[config.mk]
export PLATFORM = sky130hd
export DESIGN_NAME = prr_ctrl
export DESIGN_NICKNAME = d
export VERILOG_FILES = /design/src/prr_pkg.sv /design/src/prr_ctrl.sv
export SDC_FILE = /design/constraint.sdc
export NUM_CORES = 1
export LEC_CHECK = 0
export BUFFER_PORTS_ARGS = -buffer_cell sky130_fd_sc_hd__buf_4
export CORE_MARGIN = 1
export CORE_UTILIZATION = 50
export DETAILED_ROUTE_END_ITERATION = 16
export PLACE_DENSITY = 0.75
export SLEW_MARGIN = 30
export SYNTH_ARGS = -nofsm -noshare
export SYNTH_HDL_FRONTEND = slang
export SYNTH_SLANG_ARGS = --single-unit
[constraint.sdc]
create_clock -name REF_CLK -period 4.1 [get_ports REF_CLK]
set_input_delay 0.615 -clock REF_CLK [delete_from_list [all_inputs] [get_ports REF_CLK]]
set_output_delay 0.615 -clock REF_CLK [all_outputs]
set_load 0.01 [all_outputs]
[src/prr_pkg.sv]
/*
 * Constants and carrier types for the PCI-side read prefetch and retry
 * policy block. Assumes a single 20 MHz clock domain shared by all users.
 */
`default_nettype none
package prr_pkg;
    // --------------------------------------------------------------
    // register map
    // --------------------------------------------------------------
    localparam logic [7:0] REG_CTRL = 8'h40;
    localparam logic [7:0] REG_IRQ_STAT = 8'h44;
    localparam logic [7:0] REG_IRQ_MASK = 8'h48;
    localparam logic [31:0] CTRL_RESET = 32'h0000_0020;
    localparam logic [31:0] CTRL_RW_MASK = 32'h000e_f7f7;
    localparam logic [1:0] IRQ_RESET = 2'h0;
    // --------------------------------------------------------------
    // field positions in the control word and interrupt status
    // --------------------------------------------------------------
    localparam int F_RM_LO = 4;
    localparam int F_RL_LO = 6;
    localparam int F_MR_LO = 8;
    localparam int F_SPECIAL = 10;
    localparam int F_MAXRD_LO = 12;
    localparam int F_FC_ONE = 15;
    localparam int F_RETRY_STAT = 16;
    localparam int F_RETRY_CTL_LO = 17;
    localparam int F_DISCARD_DIS = 19;
    localparam int I_EXPIRE = 0;
    localparam int I_CMD_RETRY = 1;
    // --------------------------------------------------------------
    // retry limits, read sizes, credit thresholds
    // --------------------------------------------------------------
    localparam logic [31:0] LIM_256 = 32'h0000_0100;
    localparam logic [31:0] LIM_64K = 32'h0001_0000;
    localparam logic [31:0] LIM_2G = 32'h8000_0000;
    localparam logic [12:0] SZ_128 = 13'h0080;
    localparam logic [12:0] SZ_256 = 13'h0100;
    localparam logic [12:0] SZ_512 = 13'h0200;
    localparam logic [12:0] SZ_1K = 13'h0400;
    localparam logic [12:0] SZ_2K = 13'h0800;
    localparam logic [12:0] SZ_4K = 13'h1000;
    localparam logic [1:0] FC_STEP_TWO = 2'h2;
    localparam logic [1:0] FC_STEP_ONE = 2'h1;
    // pci memory read command codes
    localparam logic [3:0] CMD_MR = 4'h6;
    localparam logic [3:0] CMD_MRL = 4'he;
    localparam logic [3:0] CMD_MRM = 4'hc;
    // --------------------------------------------------------------
    // types
    // --------------------------------------------------------------
    typedef enum logic [1:0] {
        FETCH_DWORD = 2'b00,
        FETCH_LINE = 2'b01,
        FETCH_FULL = 2'b10,
        FETCH_DISC1 = 2'b11
    } prr_fetch_t;
    typedef enum logic {
        ST_IDLE = 1'b0,
        ST_PEND = 1'b1
    } prr_state_t;
    typedef struct packed {
        logic [3:0] cmd;
        logic [31:0] addr;
        logic [3:0] be;
        logic pref;
    } prr_req_t;
    typedef struct packed {
        logic retry;
        logic data;
        prr_fetch_t fetch;
        logic [12:0] max_bytes;
    } prr_dec_t;
endpackage
`default_nettype wire

[src/prr_ctrl.sv]
/*
 * Read prefetch, delayed-read retry and retry-counter policy of a PCIe to
 * PCI bridge, with its control register, interrupt status and mask.
 * Assumes request and credit pulses come from logic on REF_CLK.
 */
// Summary of operation
// - Mode bits 9:8 pick one-line (00) or full (10) fetch; 01 reserved.
// - Mode 11 disconnects the master after the first doubleword of a plain read.
// - Bit 10 clear: a repeat with a changed command keeps being retried.
// - Bit 10 set: MR, MRL, MRM may swap; same address and enables complete.
// - Full-prefetch reads cap each link read request at the size in bits 14:12.
// - Size code: 000/011/111 512, 001 128, 010 256, 100 1K, 101 2K, 110 4K bytes.
// - Bit 15 clear: credit update per two freed credits; set: per one credit.
// - Bit 16 sets on retry expiry, stays until reset or a one is written.
// - Bits 18:17 limit retries: 01 256, 10 64K, 11 2G.
// - Retry control 00 means the counter never expires.
// - Bit 19 clear enables the discard timer with bridge control bit 27.
// - Read line mode 7:6 at 10 gives full prefetch for read line commands.
`timescale 1ns/1ps
`default_nettype none
module prr_ctrl
    import prr_pkg::*;
(
    input wire logic REF_CLK,
    input wire logic NRST,
    input wire logic [7:0] ADDR,
    input wire logic [31:0] WDATA,
    input wire logic WR,
    input wire logic RD,
    output logic [31:0] RDATA,
    output logic IRQ,
    input wire logic REQ_VALID,
    input wire prr_req_t REQ,
    input wire logic CPL_READY,
    output logic DEC_VALID,
    output prr_dec_t DEC,
    input wire logic CREDIT_FREED,
    output logic FC_UPDATE,
    input wire logic BRIDGE_DISCARD_BIT,
    output logic DISCARD_TIMER_EN
);
    // --------------------------------------------------------------
    // helpers
    // --------------------------------------------------------------
    function automatic logic is_memrd(input logic [3:0] c);
        return (c == CMD_MR) || (c == CMD_MRL) || (c == CMD_MRM);
    endfunction

    function automatic logic [12:0] rd_size(input logic [2:0] code);
        unique case (code)
            3'h1: return SZ_128;
            3'h2: return SZ_256;
            3'h4: return SZ_1K;
            3'h5: return SZ_2K;
            3'h6: return SZ_4K;
            default: return SZ_512; // 000, 011, 111
        endcase
    endfunction

    function automatic prr_fetch_t policy(input logic [3:0] c, input logic pref,
                                          input logic [31:0] cw);
        logic [1:0] m;
        m = 2'h0;
        if (c == CMD_MRL) m = cw[F_RL_LO +: 2];
        else if (c == CMD_MRM) m = cw[F_RM_LO +: 2];
        else m = cw[F_MR_LO +: 2];
        if (c == CMD_MR && m == 2'h3) return FETCH_DISC1;
        if (!pref) return FETCH_DWORD;
        if (c == CMD_MR) return (m == 2'h2) ? FETCH_FULL : FETCH_LINE;
        return (m == 2'h0) ? FETCH_LINE : FETCH_FULL;
    endfunction

    function automatic logic [31:0] retry_limit(input logic [1:0] sel);
        unique case (sel)
            2'h1: return LIM_256;
            2'h2: return LIM_64K;
            2'h3: return LIM_2G;
            default: return 32'h0000_0000; // no limit
        endcase
    endfunction

    // --------------------------------------------------------------
    // state
    // --------------------------------------------------------------
    logic [31:0] ctrl, next_ctrl;
    logic [1:0] irq_stat, next_irq_stat;
    logic [1:0] irq_mask, next_irq_mask;
    logic [31:0] rdata, next_rdata;
    logic irq, next_irq;
    prr_state_t state, next_state;
    prr_req_t pend, next_pend;
    prr_fetch_t pend_fetch, next_pend_fetch;
    logic [31:0] rcnt, next_rcnt;
    logic dec_valid, next_dec_valid;
    prr_dec_t dec, next_dec;
    logic fc_cnt, next_fc_cnt;
    logic fc_upd, next_fc_upd;
    logic disc_en, next_disc_en;
    logic expire, cmd_retry;

    // --------------------------------------------------------------
    // delayed read tracking and retry counter
    // --------------------------------------------------------------
    // one delayed-read slot; a second address simply gets retried, which
    // costs throughput but keeps ordering trivial
    always_comb begin
        logic same_ab;
        logic cmd_ok;
        logic [31:0] lim;
        logic [31:0] cnt_inc;
        same_ab = 1'b0;
        cmd_ok = 1'b0;
        lim = retry_limit(ctrl[F_RETRY_CTL_LO +: 2]);
        cnt_inc = rcnt + 32'h0000_0001;
        next_state = state;
        next_pend = pend;
        next_pend_fetch = pend_fetch;
        next_rcnt = rcnt;
        next_dec_valid = 1'b0;
        next_dec = dec;
        expire = 1'b0;
        cmd_retry = 1'b0;
        if (REQ_VALID) begin
            next_dec_valid = 1'b1;
            unique case (state)
                ST_IDLE: begin
                    // first attempt is retried while the link read goes out
                    next_state = ST_PEND;
                    next_pend = REQ;
                    next_pend_fetch = policy(REQ.cmd, REQ.pref, ctrl);
                    next_rcnt = 32'h0000_0001;
                    next_dec.retry = 1'b1;
                    next_dec.data = 1'b0;
                    next_dec.fetch = policy(REQ.cmd, REQ.pref, ctrl);
                    next_dec.max_bytes = (policy(REQ.cmd, REQ.pref, ctrl) == FETCH_FULL)
                        ? rd_size(ctrl[F_MAXRD_LO +: 3]) : 13'h0000;
                end
                ST_PEND: begin
                    same_ab = (REQ.addr == pend.addr) && (REQ.be == pend.be);
                    cmd_ok = (REQ.cmd == pend.cmd) || (ctrl[F_SPECIAL]
                        && is_memrd(REQ.cmd) && is_memrd(pend.cmd));
                    next_dec.fetch = pend_fetch;
                    next_dec.max_bytes = 13'h0000;
                    if (same_ab && cmd_ok && CPL_READY) begin
                        // hand the data over; fetch carries the disconnect policy
                        next_dec.retry = 1'b0;
                        next_dec.data = 1'b1;
                        next_state = ST_IDLE;
                        next_rcnt = 32'h0000_0000;
                    end else begin
                        next_dec.retry = 1'b1;
                        next_dec.data = 1'b0;
                        cmd_retry = same_ab && !cmd_ok;
                        next_rcnt = cnt_inc;
                        // a zero limit never matches a nonzero count
                        if (lim != 32'h0000_0000 && cnt_inc == lim) begin
                            expire = 1'b1;
                            next_state = ST_IDLE;
                            next_rcnt = 32'h0000_0000;
                        end
                    end
                end
            endcase
        end
    end

    always_ff @(posedge REF_CLK or negedge NRST) begin
        if (!NRST) begin
            state <= ST_IDLE;
            pend <= '0;
            pend_fetch <= FETCH_DWORD;
            rcnt <= 32'h0000_0000;
            dec_valid <= 1'b0;
            dec <= '0;
        end else begin
            state <= next_state;
            pend <= next_pend;
            pend_fetch <= next_pend_fetch;
            rcnt <= next_rcnt;
            dec_valid <= next_dec_valid;
            dec <= next_dec;
        end
    end

    // --------------------------------------------------------------
    // flow-control credit update pacing
    // --------------------------------------------------------------
    // one pending half-credit at most; switching granularity mid-count
    // just flushes it with the next freed credit
    always_comb begin
        next_fc_cnt = fc_cnt;
        next_fc_upd = 1'b0;
        if (CREDIT_FREED) begin
            if (ctrl[F_FC_ONE] || fc_cnt) begin
                next_fc_upd = 1'b1;
                next_fc_cnt = 1'b0;
            end else begin
                next_fc_cnt = 1'b1;
            end
        end
    end

    always_ff @(posedge REF_CLK or negedge NRST) begin
        if (!NRST) begin
            fc_cnt <= 1'b0;
            fc_upd <= 1'b0;
        end else begin
            fc_cnt <= next_fc_cnt;
            fc_upd <= next_fc_upd;
        end
    end

    // --------------------------------------------------------------
    // register file and interrupt
    // --------------------------------------------------------------
    // hardware sets win over a same-cycle write-one-to-clear
    always_comb begin
        next_ctrl = ctrl;
        next_irq_stat = irq_stat;
        next_irq_mask = irq_mask;
        next_rdata = 32'h0000_0000;
        if (WR && ADDR == REG_CTRL) begin
            next_ctrl = (ctrl & ~CTRL_RW_MASK) | (WDATA & CTRL_RW_MASK);
            if (WDATA[F_RETRY_STAT]) next_ctrl[F_RETRY_STAT] = 1'b0;
        end
        if (WR && ADDR == REG_IRQ_STAT) next_irq_stat = irq_stat & ~WDATA[1:0];
        if (WR && ADDR == REG_IRQ_MASK) next_irq_mask = WDATA[1:0];
        if (expire) begin
            next_ctrl[F_RETRY_STAT] = 1'b1;
            next_irq_stat[I_EXPIRE] = 1'b1;
        end
        if (cmd_retry) next_irq_stat[I_CMD_RETRY] = 1'b1;
        if (RD) begin
            unique case (ADDR)
                REG_CTRL: next_rdata = ctrl;
                REG_IRQ_STAT: next_rdata = {30'h0, irq_stat};
                REG_IRQ_MASK: next_rdata = {30'h0, irq_mask};
                default: next_rdata = 32'h0000_0000; // unmapped reads zero
            endcase
        end
        next_irq = |(next_irq_stat & next_irq_mask);
        next_disc_en = !next_ctrl[F_DISCARD_DIS] && BRIDGE_DISCARD_BIT;
    end

    always_ff @(posedge REF_CLK or negedge NRST) begin
        if (!NRST) begin
            ctrl <= CTRL_RESET;
            irq_stat <= IRQ_RESET;
            irq_mask <= IRQ_RESET;
            rdata <= 32'h0000_0000;
            irq <= 1'b0;
            disc_en <= 1'b0;
        end else begin
            ctrl <= next_ctrl;
            irq_stat <= next_irq_stat;
            irq_mask <= next_irq_mask;
            rdata <= next_rdata;
            irq <= next_irq;
            disc_en <= next_disc_en;
        end
    end

    assign RDATA = rdata;
    assign IRQ = irq;
    assign DEC_VALID = dec_valid;
    assign DEC = dec;
    assign FC_UPDATE = fc_upd;
    assign DISCARD_TIMER_EN = disc_en;

    // --------------------------------------------------------------
    // checks
    // --------------------------------------------------------------
    chk_mr_full_fetch: assert property (@(posedge REF_CLK) disable iff (!NRST)
        REQ_VALID && state == ST_IDLE && REQ.cmd == CMD_MR && REQ.pref
        && ctrl[9:8] == 2'h2 |=> DEC_VALID && DEC.fetch == FETCH_FULL)
        else $error("full prefetch not chosen for plain read");
    chk_disc_first_dword: assert property (@(posedge REF_CLK) disable iff (!NRST)
        REQ_VALID && state == ST_IDLE && REQ.cmd == CMD_MR && ctrl[9:8] == 2'h3
        |=> DEC.fetch == FETCH_DISC1)
        else $error("disconnect on first dword not chosen");
    chk_cmd_change_retry: assert property (@(posedge REF_CLK) disable iff (!NRST)
        REQ_VALID && state == ST_PEND && !ctrl[10] && REQ.cmd != pend.cmd
        |=> DEC_VALID && DEC.retry && !DEC.data)
        else $error("changed command was not retried");
    chk_special_complete: assert property (@(posedge REF_CLK) disable iff (!NRST)
        REQ_VALID && state == ST_PEND && ctrl[10] && CPL_READY && is_memrd(REQ.cmd)
        && is_memrd(pend.cmd) && REQ.addr == pend.addr && REQ.be == pend.be
        |=> DEC.data && state == ST_IDLE)
        else $error("special delayed read did not complete");
    chk_max_read_size: assert property (@(posedge REF_CLK) disable iff (!NRST)
        REQ_VALID && state == ST_IDLE && REQ.cmd == CMD_MR && REQ.pref
        && ctrl[9:8] == 2'h2 && ctrl[14:12] == 3'h6 |=> DEC.max_bytes == 13'h1000)
        else $error("read size cap wrong");
    chk_fc_pacing: assert property (@(posedge REF_CLK) disable iff (!NRST)
        !ctrl[15] && !fc_cnt && CREDIT_FREED && !$past(CREDIT_FREED)
        |=> !FC_UPDATE)
        else $error("update sent after a single credit");
    chk_status_sticky: assert property (@(posedge REF_CLK) disable iff (!NRST)
        ctrl[16] && !(WR && ADDR == REG_CTRL && WDATA[16]) |=> ctrl[16])
        else $error("retry status bit lost");
    chk_limit_256: assert property (@(posedge REF_CLK) disable iff (!NRST)
        expire |-> ctrl[18:17] != 2'h0 && rcnt == retry_limit(ctrl[18:17]) - 32'h1)
        else $error("expiry at wrong count");
    chk_no_limit: assert property (@(posedge REF_CLK) disable iff (!NRST)
        ctrl[18:17] == 2'h0 |-> !expire)
        else $error("counter expired with no limit");
    chk_discard_gate: assert property (@(posedge REF_CLK) disable iff (!NRST)
        ctrl[19] |-> !DISCARD_TIMER_EN)
        else $error("discard timer enabled while disabled");
    chk_line_full: assert property (@(posedge REF_CLK) disable iff (!NRST)
        REQ_VALID && state == ST_IDLE && REQ.cmd == CMD_MRL && REQ.pref
        && ctrl[7:6] == 2'h2 |=> DEC.fetch == FETCH_FULL)
        else $error("read line not fully prefetched");
    chk_count_step: assert property (@(posedge REF_CLK) disable iff (!NRST)
        state == ST_PEND && REQ_VALID && !expire && next_state == ST_PEND
        |=> rcnt == $past(rcnt) + 32'h1)
        else $error("retry not counted");
    // decision port, pacing and expiry status; back-to-back requests are legal, so each check
    // looks only one cycle ahead of its trigger
    chk_fc_one_credit: assert property (@(posedge REF_CLK) disable iff (!NRST)
        ctrl[15] && CREDIT_FREED |=> FC_UPDATE)
        else $error("single credit not reported");
    chk_fc_second_credit: assert property (@(posedge REF_CLK) disable iff (!NRST)
        !ctrl[15] && fc_cnt && CREDIT_FREED |=> FC_UPDATE)
        else $error("second credit not reported");
    chk_expire_sets: assert property (@(posedge REF_CLK) disable iff (!NRST)
        expire |=> ctrl[16] && irq_stat[I_EXPIRE])
        else $error("expiry not recorded");
    chk_plain_line: assert property (@(posedge REF_CLK) disable iff (!NRST)
        REQ_VALID && state == ST_IDLE && REQ.cmd == CMD_MR && REQ.pref && ctrl[9:8] == 2'h0
        |=> DEC.fetch == FETCH_LINE && DEC.max_bytes == 13'h0000)
        else $error("one line fetch not chosen");
    chk_addr_mismatch: assert property (@(posedge REF_CLK) disable iff (!NRST)
        REQ_VALID && state == ST_PEND && (REQ.addr != pend.addr || REQ.be != pend.be)
        |=> DEC.retry && !DEC.data)
        else $error("other address was completed");
    chk_dec_follows: assert property (@(posedge REF_CLK) disable iff (!NRST)
        REQ_VALID |=> DEC_VALID)
        else $error("request left unanswered");
    chk_cap_first_only: assert property (@(posedge REF_CLK) disable iff (!NRST)
        REQ_VALID && state == ST_PEND |=> DEC.max_bytes == 13'h0000)
        else $error("read size on a repeat");
endmodule // prr_ctrl
`default_nettype wire

==> results.yml <==
outcome:
  status: "finished clean"
sta:
  clock_skew_ps: 7.80
  relSlewSlack_pct: 44.8
  maxSlewViolCount: 0
  min_period_ps: 3830
  finalHoldViolCount: 0
  finalSetupViolations: 0
  max_freq_mhz: 261
  rsz0062_at_grt: "no"
  setup_tns_ps: 0
  tightest_slew_ps: 828
  finalCritPeriodShare_pct: 93.3
  hold_slack_ps: 289
clocking:
  htreeDepth: 4
  cts_root_buffer: "clkbuf_16"
  cts_buffer_depth: 2
  cts.reportedPaths.clkPinSlew_ps: 60
  cts_sinks: 131
  post_cts_resized: 0
  cts_made_buffers: 17
  cts_tree: "yes"
  clk_latency_ps: 420
  cts_hold_buf: 0
  post_cts_buffers: 0
pwr:
  p_leak_nw: 3.91
  p_total_w: 0.00352
  peakVddDrop_mv: 0.284
  power_density_nw_per_um2: 420
setup_path:
  slowest_stage: "or4_1"
  cp-end-kind: "flop"
  cp.depth: 9
  path_cells: "ha_1 > nand3_1 > or4_4 > nor4_1 > xnor2_1 > nand3_1 > or4_1 > and2_4 > a221o_1"
  cp.buffers_inverters: 0
  timing.critical_path.mode_cell: "nand3_1"
  cpPeakStageDelay_ps: 740
  setup.worst_path.class: "reg -> reg"
  worstPathRequired_ps: 4400
  critPathArrivalTime_ps: 4120
  crit_fanout: 10
  crit_family: "simple AND/OR/NAND/NOR gates"
  r2r.worst_path.cells: 9
  worstSetupStartpointType: "flop"
place:
  place.gp.congestion: 0.882
  portBuffers: 120
  dp_hpwl_um: 10600
synth:
  synth_seq_cells: 131
  async_flop_share_pct: 100
  syn-mean-instance-area_um2: 10.6
  ys_types: 61
  yosysSeqAreaShare_pct: 48.1
  ys.warnings.count: 0
  synthFlopType: "dfrtp_1"
  synthCells: 641
  synth_edf_count: 0
  syn_area_um2: 6820
routing:
  drt-total-wl_um: 15400
  vias_per_cell: 5.64
  final_antenna_net_count: 0
  drt-initial-drc-count: 263
  dr.pass1.iters: 6
  dr_total_vias: 5238
  drc: 0
  wl_per_cell_um: 16.6
floorplanning:
  rows: 42
  fp.dieW_um: 119
  coreArea_um2: 13300
  fp.dieH_um: 119
  dieArea_um2: 14100
  ios: 142
  initial_core_util_pct: 51.3
finish:
  final_common_cell: "dfrtp_1"
  fillers: 1035
  drive_gt1_share_pct: 31.7
  syn_to_final_growth_pct: 22.9
  final_cell_mix: "130 x dfrtp_1, 126 x buf_4, 61 x mux2_2, 47 x xor2_1, 35 x nand2_1"
  diodes: 0
  layout.nets: 832
grt:
  track_usage_pct: 22.7
  grt.overflow.total: 0
  grt_max_degree: 69
  grt_pass1_vias: 5193
  antenna_found_initial: 0
  grt_pass1_wl_um: 25000
min_path:
  min_path_type: "in -> async"
job:
  cap_violations: 0
-- layer usage --
metal,global-route usage (%),vias to the layer above,share of wire (%)
met5,0,-,0
met4,9.10,0,2.3
met3,7.63,40,6.7
met2,38.5,167,51
met1,26.3,2560,40
li1,-,2471,-
-- where the power goes --
part	total (W)	leakage, nW	switching (W)	internal, W
Combinational	0.000418	1.87	0.000202	0.000216
Sequential	0.00150	1.72	0.000108	0.00140
Clock	0.00160	0.310	0.000538	0.00106
Total	0.00352	3.91	0.000849	0.00267
-- worst paths after layout --
check                                 to  slack, ps      start
worst max-delay path            rcnt[17]        270    rcnt[0]
worst min-delay path            rcnt[16]        290       NRST
worst max register to register  rcnt[17]        270    rcnt[0]
worst min register to register  RDATA[2]        470    ctrl[2]
max in group asynchronous        ctrl[5]       2940       NRST
min in group REF_CLK            ctrl[14]        430  WDATA[14]
-- per-stage QoR --
stage	instance area (µm²)	setup WS (ps)	util, %	std cells
2_1_floorplan	6850	869	-	648
3_3_place_gp	7750	469	58.3	898
3_5_place_dp	7750	309	58.3	898
4_1_cts	8380	295	63.0	929
5_1_grt	8380	42.5	63.0	929
6_report	8380	273	63.0	929
-- sequential cells by signal, summed over array words and instances, names as in the netlist, 2 cells and up --
name	count
pend	40
rcnt	32
RDATA	19
ctrl	18
DEC	10
irq_mask	2
irq_stat	2
pend_fetch	2
-- cell type report --
| type | instances | area [µm²] | area share [%] |
|---|---|---|---|
| sequential | 131 | 3280 | 39.1 |
| multi-input combinational | 448 | 3230 | 38.5 |
| timing repair buffer | 127 | 966 | 11.5 |
| clock buffer | 22 | 474 | 5.66 |
| tap | 176 | 220 | 2.63 |
| clock inverter | 9 | 153 | 1.82 |
| inverter | 16 | 60.1 | 0.717 |
-- logic make-up (layout without fill, tap and decap cells) --
family | count (synthesis) | in the layout | share of synthesized area (%)
other | 1 | 8 | 0.0550
adder cells (fa/ha/maj) | 2 | 2 | 0.367
XOR/XNOR | 63 | 63 | 8.09
flip-flops | 131 | 131 | 48.1
AND/OR/NAND/NOR | 211 | 211 | 17.6
AO/OA/AOI/OAI | 97 | 97 | 9.59
buffers and inverters | 69 | 174 | 5.23
multiplexers | 67 | 67 | 11.0
-- synth_stat cells, types with 6 or more instances --
cell type	instances	share of area [%]
a21oi_1	12	0.88
and3_1	15	1.4
nand3_1	22	1.6
o2bb2ai_1	7	0.90
buf_2	7	0.51
mux2_2	61	10
mux2i_1	6	0.88
nor2_1	26	1.4
buf_4	21	2.3
dfrtp_1	130	48
xor2_1	47	6.0
nand2_1	35	1.9
and2_1	24	2.2
nor4_1	16	1.5
xnor2_1	16	2.1
inv_1	16	0.88
a22o_1	8	1.0
a31oi_1	8	0.73
o21ai_0	28	2.1
nand4_1	15	1.4
nor3_1	22	1.6
clkbuf_1	20	1.1
(Power assumes the default switching activity.)
